`src/shared/page_port_consts.vh`:
```
// constants for the paged port and output routing register bank
// assumes inclusion by bare name from the design files
// Behaviour
// - with remap clear, route bit 0 picks synthesizer three divider B and 1 picks divider A.
// - with remap set, route bit 0 picks synthesizer two divider D and 1 picks divider C.
// - while the lockout field is nonzero every other port register ignores writes.
// - a failed host access sets the status bit; the status bit reads 0 after a good access.
`ifndef PAGE_PORT_CONSTS_VH
`define PAGE_PORT_CONSTS_VH

`define ADDR_ROUTE_SEL      12'h255
`define ADDR_CAL_ALIGN      12'h25c
`define ADDR_PORT_LOCK      12'h27e
`define ADDR_PAGE_SEL       12'h27f

`define RST_ROUTE_SEL       8'h00
`define RST_CAL_ALIGN       8'h01
`define RST_PORT_LOCK       8'h00
`define RST_PAGE_SEL        8'h00

`define ROUTE_BIT           2
`define ROUTE_MASK          8'h04
`define CAL_MASK            8'h01
`define LOCK_HI             7
`define LOCK_LO             1
`define STATUS_BIT          0

`define PAGE_RSV_A          8'h07
`define PAGE_RSV_B          8'h09
`define PAGE_LAST           8'h0c

`define SRC_S3_DIV_B        2'h0
`define SRC_S3_DIV_A        2'h1
`define SRC_S2_DIV_D        2'h2
`define SRC_S2_DIV_C        2'h3

`endif

```
`src/logic/paged_port_and_output_routing.v`:
```
// paged serial register port with lockout, status and output routing
// assumes the serial front end delivers one-cycle access strobes in ref_clk domain
`timescale 1ns/1ps
`include "page_port_consts.vh"

module paged_port_and_output_routing (
  input  wire        ref_clk,
  input  wire        reset_n,
  input  wire        acc_wr,
  input  wire        acc_rd,
  input  wire [6:0]  acc_addr,
  input  wire [7:0]  acc_wdata,
  input  wire        acc_fail,
  input  wire        remap,
  output reg  [7:0]  acc_rdata,
  output reg         acc_done,
  output reg  [1:0]  pair_source,
  output reg         fast_clock_output_ten_src_valid,
  output reg  [14:0] internal_addr
);

  ////////////////////////////////////////////////////////////////////////////
  // register storage; lock bits 7:1 are the lockout field, bit 0 the status
  reg  [7:0]  route_q;
  reg  [7:0]  route_d;
  reg  [7:0]  cal_q;
  reg  [7:0]  cal_d;
  reg  [7:0]  lock_q;
  reg  [7:0]  lock_d;
  reg  [7:0]  page_q;
  reg  [7:0]  page_d;
  reg  [7:0]  rd_d;
  reg         page_bad;

  ////////////////////////////////////////////////////////////////////////////
  // address decode
  wire [14:0] full_addr;
  wire [11:0] page_sel_addr;
  wire [14:0] route_addr;
  wire [14:0] cal_addr;
  wire [14:0] lock_addr;
  wire        hit_route;
  wire        hit_cal;
  wire        hit_lock;
  wire        hit_page;
  wire [3:0]  rd_sel;
  wire        locked;
  wire        acc;
  wire        wr_ok;
  wire        wr_open;
  wire        fail_now;
  wire [1:0]  src_d;

  assign full_addr     = {page_q, acc_addr};
  assign page_sel_addr = `ADDR_PAGE_SEL;
  assign route_addr    = {3'h0, `ADDR_ROUTE_SEL};
  assign cal_addr      = {3'h0, `ADDR_CAL_ALIGN};
  assign lock_addr     = {3'h0, `ADDR_PORT_LOCK};

  assign hit_route     = (full_addr == route_addr);
  assign hit_cal       = (full_addr == cal_addr);
  assign hit_lock      = (full_addr == lock_addr);
  // page select answers on every page, so software can move back whenever the lockout field is clear
  assign hit_page      = (acc_addr == page_sel_addr[6:0]);
  assign rd_sel        = {hit_page, hit_lock, hit_cal, hit_route};

  assign locked        = |lock_q[`LOCK_HI:`LOCK_LO];
  assign acc           = acc_wr | acc_rd;
  // a write the front end flags as failed changes no register except the status bit
  assign wr_ok         = acc_wr & ~acc_fail;
  assign wr_open       = wr_ok & ~locked;
  assign fail_now      = acc_fail | page_bad;

  ////////////////////////////////////////////////////////////////////////////
  // reserved or out-of-range pages reach only page select; the access counts as failed
  always @* begin
    page_bad = 1'b0;
    if (page_q > `PAGE_LAST) begin
      page_bad = 1'b1;
    end else begin
      case (page_q)
        `PAGE_RSV_A: page_bad = 1'b1;
        `PAGE_RSV_B: page_bad = 1'b1;
        default:     page_bad = 1'b0;
      endcase
    end
  end

  route_source_mux u_mux (
    .output_pair_source_select (route_q[`ROUTE_BIT]),
    .remap                     (remap),
    .source_code               (src_d)
  );

  ////////////////////////////////////////////////////////////////////////////
  // route keeps only its one defined bit; reserved bits read back 0
  always @* begin
    route_d = route_q;
    if (wr_open && hit_route) begin
      route_d = acc_wdata & `ROUTE_MASK;
    end
  end

  always @(posedge ref_clk or negedge reset_n) begin
    if (!reset_n) begin
      route_q <= `RST_ROUTE_SEL;
    end else begin
      route_q <= route_d;
    end
  end

  // calibration alignment keeps only bit 0
  always @* begin
    cal_d = cal_q;
    if (wr_open && hit_cal) begin
      cal_d = acc_wdata & `CAL_MASK;
    end
  end

  always @(posedge ref_clk or negedge reset_n) begin
    if (!reset_n) begin
      cal_q <= `RST_CAL_ALIGN;
    end else begin
      cal_q <= cal_d;
    end
  end

  // lock field stays writable under lockout, otherwise it could never be released
  always @* begin
    lock_d = lock_q;
    if (wr_ok && hit_lock) begin
      lock_d[`LOCK_HI:`LOCK_LO] = acc_wdata[`LOCK_HI:`LOCK_LO];
    end
    // every access rewrites the status; software writes to it are dropped
    if (acc) begin
      lock_d[`STATUS_BIT] = fail_now;
    end
  end

  always @(posedge ref_clk or negedge reset_n) begin
    if (!reset_n) begin
      lock_q <= `RST_PORT_LOCK;
    end else begin
      lock_q <= lock_d;
    end
  end

  // page select obeys the lockout like the route and calibration registers
  always @* begin
    page_d = page_q;
    if (wr_open && hit_page) begin
      page_d = acc_wdata;
    end
  end

  always @(posedge ref_clk or negedge reset_n) begin
    if (!reset_n) begin
      page_q <= `RST_PAGE_SEL;
    end else begin
      page_q <= page_d;
    end
  end

  ////////////////////////////////////////////////////////////////////////////
  // read data selection; unmapped addresses read 0
  always @* begin
    rd_d = 8'h00;
    case (rd_sel)
      4'b0001: rd_d = route_q;
      4'b0010: rd_d = cal_q;
      4'b0100: rd_d = lock_q;
      4'b1000: rd_d = page_q;
      default: rd_d = 8'h00;
    endcase
  end

  ////////////////////////////////////////////////////////////////////////////
  // done pulse follows every taken strobe by one clock
  always @(posedge ref_clk or negedge reset_n) begin
    if (!reset_n) begin
      acc_done <= 1'b0;
    end else begin
      acc_done <= acc;
    end
  end

  // read data holds until the next read so a slow host can still pick it up
  always @(posedge ref_clk or negedge reset_n) begin
    if (!reset_n) begin
      acc_rdata <= 8'h00;
    end else if (acc_rd) begin
      acc_rdata <= rd_d;
    end
  end

  // address of the last access, page included
  always @(posedge ref_clk or negedge reset_n) begin
    if (!reset_n) begin
      internal_addr <= 15'h0000;
    end else if (acc) begin
      internal_addr <= full_addr;
    end
  end

  // source code lags the route bit and remap by one clock
  always @(posedge ref_clk or negedge reset_n) begin
    if (!reset_n) begin
      pair_source <= `SRC_S3_DIV_B;
    end else begin
      pair_source <= src_d;
    end
  end

  // flag rises at the first edge after reset and stays
  always @(posedge ref_clk or negedge reset_n) begin
    if (!reset_n) begin
      fast_clock_output_ten_src_valid <= 1'b0;
    end else begin
      fast_clock_output_ten_src_valid <= 1'b1;
    end
  end

endmodule

```
`src/logic/route_source_mux.v`:
```
// source selection for output pair ten/eleven
// assumes route and remap are stable register levels
`timescale 1ns/1ps
`include "page_port_consts.vh"

module route_source_mux (
  input  wire       output_pair_source_select,
  input  wire       remap,
  output reg  [1:0] source_code
);

  always @* begin
    case ({remap, output_pair_source_select})
      2'b00:   source_code = `SRC_S3_DIV_B;
      2'b01:   source_code = `SRC_S3_DIV_A;
      2'b10:   source_code = `SRC_S2_DIV_D;
      default: source_code = `SRC_S2_DIV_C;
    endcase
  end

endmodule

```
`config.mk`:
```
export PLATFORM = sky130hd
export DESIGN_NAME = paged_port_and_output_routing
export DESIGN_NICKNAME = d
export VERILOG_FILES = /design/src/logic/paged_port_and_output_routing.v /design/src/logic/route_source_mux.v
export VERILOG_INCLUDE_DIRS = /design/src /design/src/shared
export SDC_FILE = /design/constraint.sdc
export NUM_CORES = 1
export LEC_CHECK = 0
export ABC_AREA = 0
export BUFFER_PORTS_ARGS = -buffer_cell sky130_fd_sc_hd__buf_2
export CORE_MARGIN = 1.5
export CORE_UTILIZATION = 47
export DETAILED_ROUTE_END_ITERATION = 6
export HOLD_SLACK_MARGIN = 0.06
export PLACE_DENSITY = 0.73
export SYNTH_ARGS = -nofsm -noshare
export SYNTH_HDL_FRONTEND = slang
export SYNTH_SLANG_ARGS = --single-unit
```
`constraint.sdc`:
```
create_clock -name ref_clk -period 2.4 [get_ports ref_clk]
set_clock_uncertainty 0.2 [all_clocks]
set_input_delay 0.48 -clock ref_clk [delete_from_list [all_inputs] [get_ports ref_clk]]
set_output_delay 0.48 -clock ref_clk [all_outputs]
set_load 0.01 [all_outputs]
```
Yosys cells after proc, flatten, opt, wreduce, memory -nomap -nowiden. Cells that the tools add are included.

Word-level logic and storage cells: 40. Flip-flop bits (word level): 45. ROM bits: 0. Memories: 0. Latch bits: 0. Memory bits (writable): 0. Output and inout bits: 27. Bits of input ports: 21.

Multiply operators: 0. Magnitude comparators: 1. Div/mod/pow operators: 0. Eq/ne operators: 12. Bitwise operators: 6. Reduce and logical (&&, ||, !) cells: 7. Shift operators: 0. Add/sub/neg operators: 0. Multiplexer cells: 4.

Operators with widths (number): $eq 15x10->1 const B (3); $pmux 8 s4 (1); $eq 8x3->1 const B (1); $eq 8x4->1 const B (1); $gt 8x4->1 const B (1); $eq 7x7->1 const B (1); $reduce_or 7->1 (1); $pmux 2 s3 (1); $eq 4x1->1 const B (1); $eq 4x2->1 const B (1); $eq 4x3->1 const B (1); $eq 4x4->1 const B (1); $logic_and 1x1->1 (4); $and 1x1->1 (2); $eq 2x1->1 const B (1); $eq 2x2->1 const B (1); $logic_not 2->1 (1); $mux 1 (2); $not 1->1 (2); $or 1x1->1 (2); $reduce_or 2->1 (1).

Depth between registers and ports, before layout.
Depth after elaboration: 5. Gate-level depth with buffers: 6. Depth with buffers taken out: 4.

By module. Synthesis repeated with hierarchy kept, for this count alone.

Cell total of the unflattened synthesis: 142. Area, all modules: 1933.1 sq um.

Modules (own cells, without submodules): paged_port_and_output_routing (cells each 140, times used 1, seq. area each 1127.3 sq um, area an instance 1925.6 sq um); route_source_mux (cells each 2, times used 1, seq. area each 0.0 sq um, area an instance 7.5 sq um).

Worst setup path before layout. OpenSTA, ideal clock, no wires.

Path kind: register to register. Start: register page_q[4]. End: register lock_q[1]. Path slack: 0.149 ns. Arrival: 1.926 ns. Buffers on the path: 1. Library setup time: 0.125 ns. Required time: 2.075 ns. Period minus slack after synthesis: 2.251 ns. Stages on the path, launching flop included: 6. Path through: dfrtp_1 -> or4_4 -> nor4_4 -> and4bb_1 -> buf_6 -> mux2_2.

Word-level cells in the longest chain between the ends: 2.

Ends and longest elaborated chain: start, declared (RTL line paged_port_and_output_routing.v:30) `reg [7:0] page_q;`; start signal, assigned (RTL line paged_port_and_output_routing.v:158) `` page_q <= `RST_PAGE_SEL; ``; start signal, assigned (RTL line paged_port_and_output_routing.v:160) `page_q <= page_d;`; $eq 15x10->1 (RTL line paged_port_and_output_routing.v:62) `assign hit_lock = (full_addr == lock_addr);`; $logic_and 1x1->1 (RTL line paged_port_and_output_routing.v:131) `if (wr_ok && hit_lock) begin`; end signal, assigned (RTL line paged_port_and_output_routing.v:142) `` lock_q <= `RST_PORT_LOCK; ``; end signal, assigned (RTL line paged_port_and_output_routing.v:144) `lock_q <= lock_d;`; end, declared (RTL line paged_port_and_output_routing.v:28) `reg [7:0] lock_q;`.

Every way passes these cells. A chain may end at the register's enable or synchronous reset.

Final worst setup path.
Start: register page_q[4]. End: register route_q[2].

Word-level cells in the longest chain between the ends: 2.

Ends and longest elaborated chain: $eq 15x10->1 (RTL line paged_port_and_output_routing.v:60) `assign hit_route = (full_addr == route_addr);`; $logic_and 1x1->1 (RTL line paged_port_and_output_routing.v:99) `if (wr_open && hit_route) begin`; end signal, assigned (RTL line paged_port_and_output_routing.v:106) `` route_q <= `RST_ROUTE_SEL; ``; end signal, assigned (RTL line paged_port_and_output_routing.v:108) `route_q <= route_d;`; end, declared (RTL line paged_port_and_output_routing.v:24) `reg [7:0] route_q;`.

Every way passes these cells.

==> flow_summary.toml <==
[placed_design]
routabilityCongestion = 0.8446
dp_cells = 246
dp_hpwl_mm = 3.179
io_buffer_count = 47
dp_slack_ns = -0.01024
placed_cell_area_sq_um = 2287

[logic_synthesis]
ys_async_sr_fraction_pct = 100.0
synth.ff_latch_count = 45
yosysTopAreaCell = "dfrtp_1"
synthMuxAreaShare_pct = 19.41
synth_top_family_by_area = "multiplexers"
yosysWarnings = 0
synthCells = 141
ys_types = 31
syn_area_sq_um = 1914
synth_xor_area_share_pct = 0.4575
synth_compound_gate_area_share_pct = 6.078
ys_top_cells_by_area = "dfrtp_1 (58%), mux2_2 (19%), nor2_1 (2.7%), a221oi_1 (2.7%), nor4_4 (2.2%)"
synth-simple-area-share_pct = 13.01
yosysSeqAreaShare_pct = 58.89
synth.avg_cell_area_sq_um = 13.58
synthFlopType = "dfrtp_1"
synth_top_area_share_pct = 57.52
synthAdderAreaFrac_pct = 0
synth_edf_count = 0
synth_fp_nets = 162

[min_path]
min_path_cells = 1
min-delay-start = "remap"
hp-class = "in2reg"
min_to = "pair_source[1]"

[critical_path]
ff2ff_setup_slack_ns = 0.08
crit_type = "reg2reg"
cp.arrival_ns = 2.30
rr_worst_depth = 5
crit_required_ns = 2.39
cp_max_fo = 4
cp-end-kind = "flip-flop"
r2r-start = "page_q[4]"
start_kind = "flip-flop"
r2r_end = "route_q[2]"

[clock_tree]
cts_tree = "yes"
cts_root_buffer = "clkbuf_8"
post_cts_buffers = 0
cts_buffers = 5
clockBufferDepth = 2
clk_pin_slew_worst_paths_ns = 0.08
clock-sinks = 45
htree_levels = 2
clk_latency_ns = 0.30

[power_and_ir_drop]
p_sw_mw = 0.3604
switching_share_pct = 25.12
internal_power_mw = 1.074
powerDensity_nw_per_um2 = 599.3
seq_power_share_pct = 56.4
combPwrFrac_pct = 12.4
power_frac_clock_pct = 31.2
p_leak_nw = 1.182
total_power_mw = 1.434
vdd_drop_max_mv = 0.3755

[timing]
postLayoutSetupSlackWorst_ns = 0.08451
timing.final.crit_share_pct = 96.48
drv_slew = 0
worst_pin_slew_ns = 0.6390
max_slew_margin_pct = 56.30
min_period_ns = 2.315
fmax_ghz = 0.4319
finalHoldViolations = 0
tns_ns = 0
setup_violations = 0
grt_setup_unrepaired = "no"

[grt]
met1_usage_pct = 28.01
grt_use_total_pct = 20.39
grt_max_degree = 28
met3_usage_pct = 4.899
gr-usage-met2_pct = 30.63
grt_antenna_before_repair = 0
grt_pass1_vias = 1376
grt_pass1_wl_mm = 6.617
overflow = 0
grt-busiest-layer = "met2"

[drt]
drt-total-wl_mm = 4.062
vias = 1375
drcViolationCount = 0
viasPerCell = 5.392
first_pass_iters = 5
drtIter0Drc = 55
post_drt_wl_per_cell_um = 15.93
ant_nets = 0

[layout]
final_cells = 255
final-seq-area_sq_um = 1127
final_nets = 225
drive_above_1_share_pct = 54.63
syn2layout_area_growth_pct = 25.03
final_area_sq_um = 2394
multi_input_area_sq_um = 759.5
n_fill_cell = 329
diodes = 0

[floorplanning]
die_area_sq_um = 4465
core_sq_um = 3971
initial_core_util_pct = 48.20
row_count = 23
ios = 48
fp.dieW_um = 66.82
fp.dieH_um = 66.82

[flow_run]
cap_violations = 0

[outcome]
status = "finished clean"
## area by class of cell
class | count | share of cell area, %
clock buffers | 5 | 2.875
inverters | 2 | 0.3136
clock inverters | 3 | 0.7318
repair buffers | 62 | 14.64
multi-input cells | 88 | 31.73
flip-flops and latches | 45 | 47.10
well taps | 50 | 2.614
## routing by layer
| metal | routed length, um | vias up |
|---|---|---|
| met5 | 0 | - |
| met1 | 1717 | 670 |
| met2 | 2028 | 55 |
| met4 | 72 | 0 |
| li1 | - | 643 |
| met3 | 243 | 7 |
## power groups by stage
| stage | clock (mW) | combinational, mW | sequential, mW |
|---|---|---|---|
| detailed placement | 0 | 0.177 | 0.824 |
| floorplan | 0 | 0.0683 | 0.837 |
| CTS | 0.460 | 0.179 | 0.809 |
| global route | 0.487 | 0.195 | 0.813 |
| global placement | 0 | 0.172 | 0.821 |
| finish | 0.447 | 0.178 | 0.809 |
## placed cells by master (no fill, tap or decap), drive strengths merged, types with 3 or more instances in the layout
cell / Yosys / final
clkbuf: 5 / 5
dfrtp: 44 / 44
nand2: 5 / 5
nor2: 14 / 14
a221oi: 6 / 6
mux2: 33 / 33
nand3: 3 / 3
nor4: 4 / 4
buf: 1 / 61
## metrics by stage
stage	utilization [%]	hold WS (ns)
floorplan	-	-0.01559
finish	60.27	0.08797
detailed placement	57.59	0.2047
global route	60.27	0.08224
global placement	57.59	0.1833
CTS	60.02	0.07814
## flip-flops by register name, summed over array words and instances (netlist names)
name	cells
pair_source	2
internal_addr	15
route_q	1
acc_rdata	8
cal_q	1
fast_clock_output_ten_src_valid	1
acc_done	1
page_q	8
lock_q	8
## critical path, stage by stage (launching register included)
cell     delay (ns)
dfrtp_1        0.42
or4_4          0.58
buf_4          0.18
nor4_2         0.30
nor2b_1        0.19
mux2_2         0.34
## synth_stat cells, types with 2 or more instances
master	n
dfrtp_1	44
mux2_2	33
nor2_1	14
a221oi_1	6
clkbuf_1	5
nand2_1	5
nand3_1	3
a211oi_1	2
a22oi_1	2
inv_1	2
nand4b_1	2
nor4_1	2
nor4_4	2
o21ai_0	2
## worst max-delay path by stage
stage,start,end,slack (ns),cells past startpoint
final,page_q[4],route_q[2],0.08,5
after global routing,page_q[4],route_q[2],0.006,5
after CTS,page_q[4],route_q[2],0.002,5
after detailed placement,page_q[4],lock_q[2],-0.01,4
after global placement,page_q[4],route_q[2],0.07,5
after floorplan,page_q[4],lock_q[1],0.15,5
## cells by family after synthesis
logic type | after synthesis
flops | 45
simple gates | 38
mux | 33
compound gates | 15
buf+inv | 8
xor+xnor | 1
other cells | 1
## what timing repair did
| action | 4_1_cts | 5_1_grt |
|---|---|---|
| cloned | 0 | 0 |
| endpoints found under the hold margin | 24 | 0 |
| hold buffers | 1 | 0 |
| setup endpoints to repair | 7 | 6 |
| gates resized for setup | 1 | 2 |
Power figures use the tool's default switching activity.
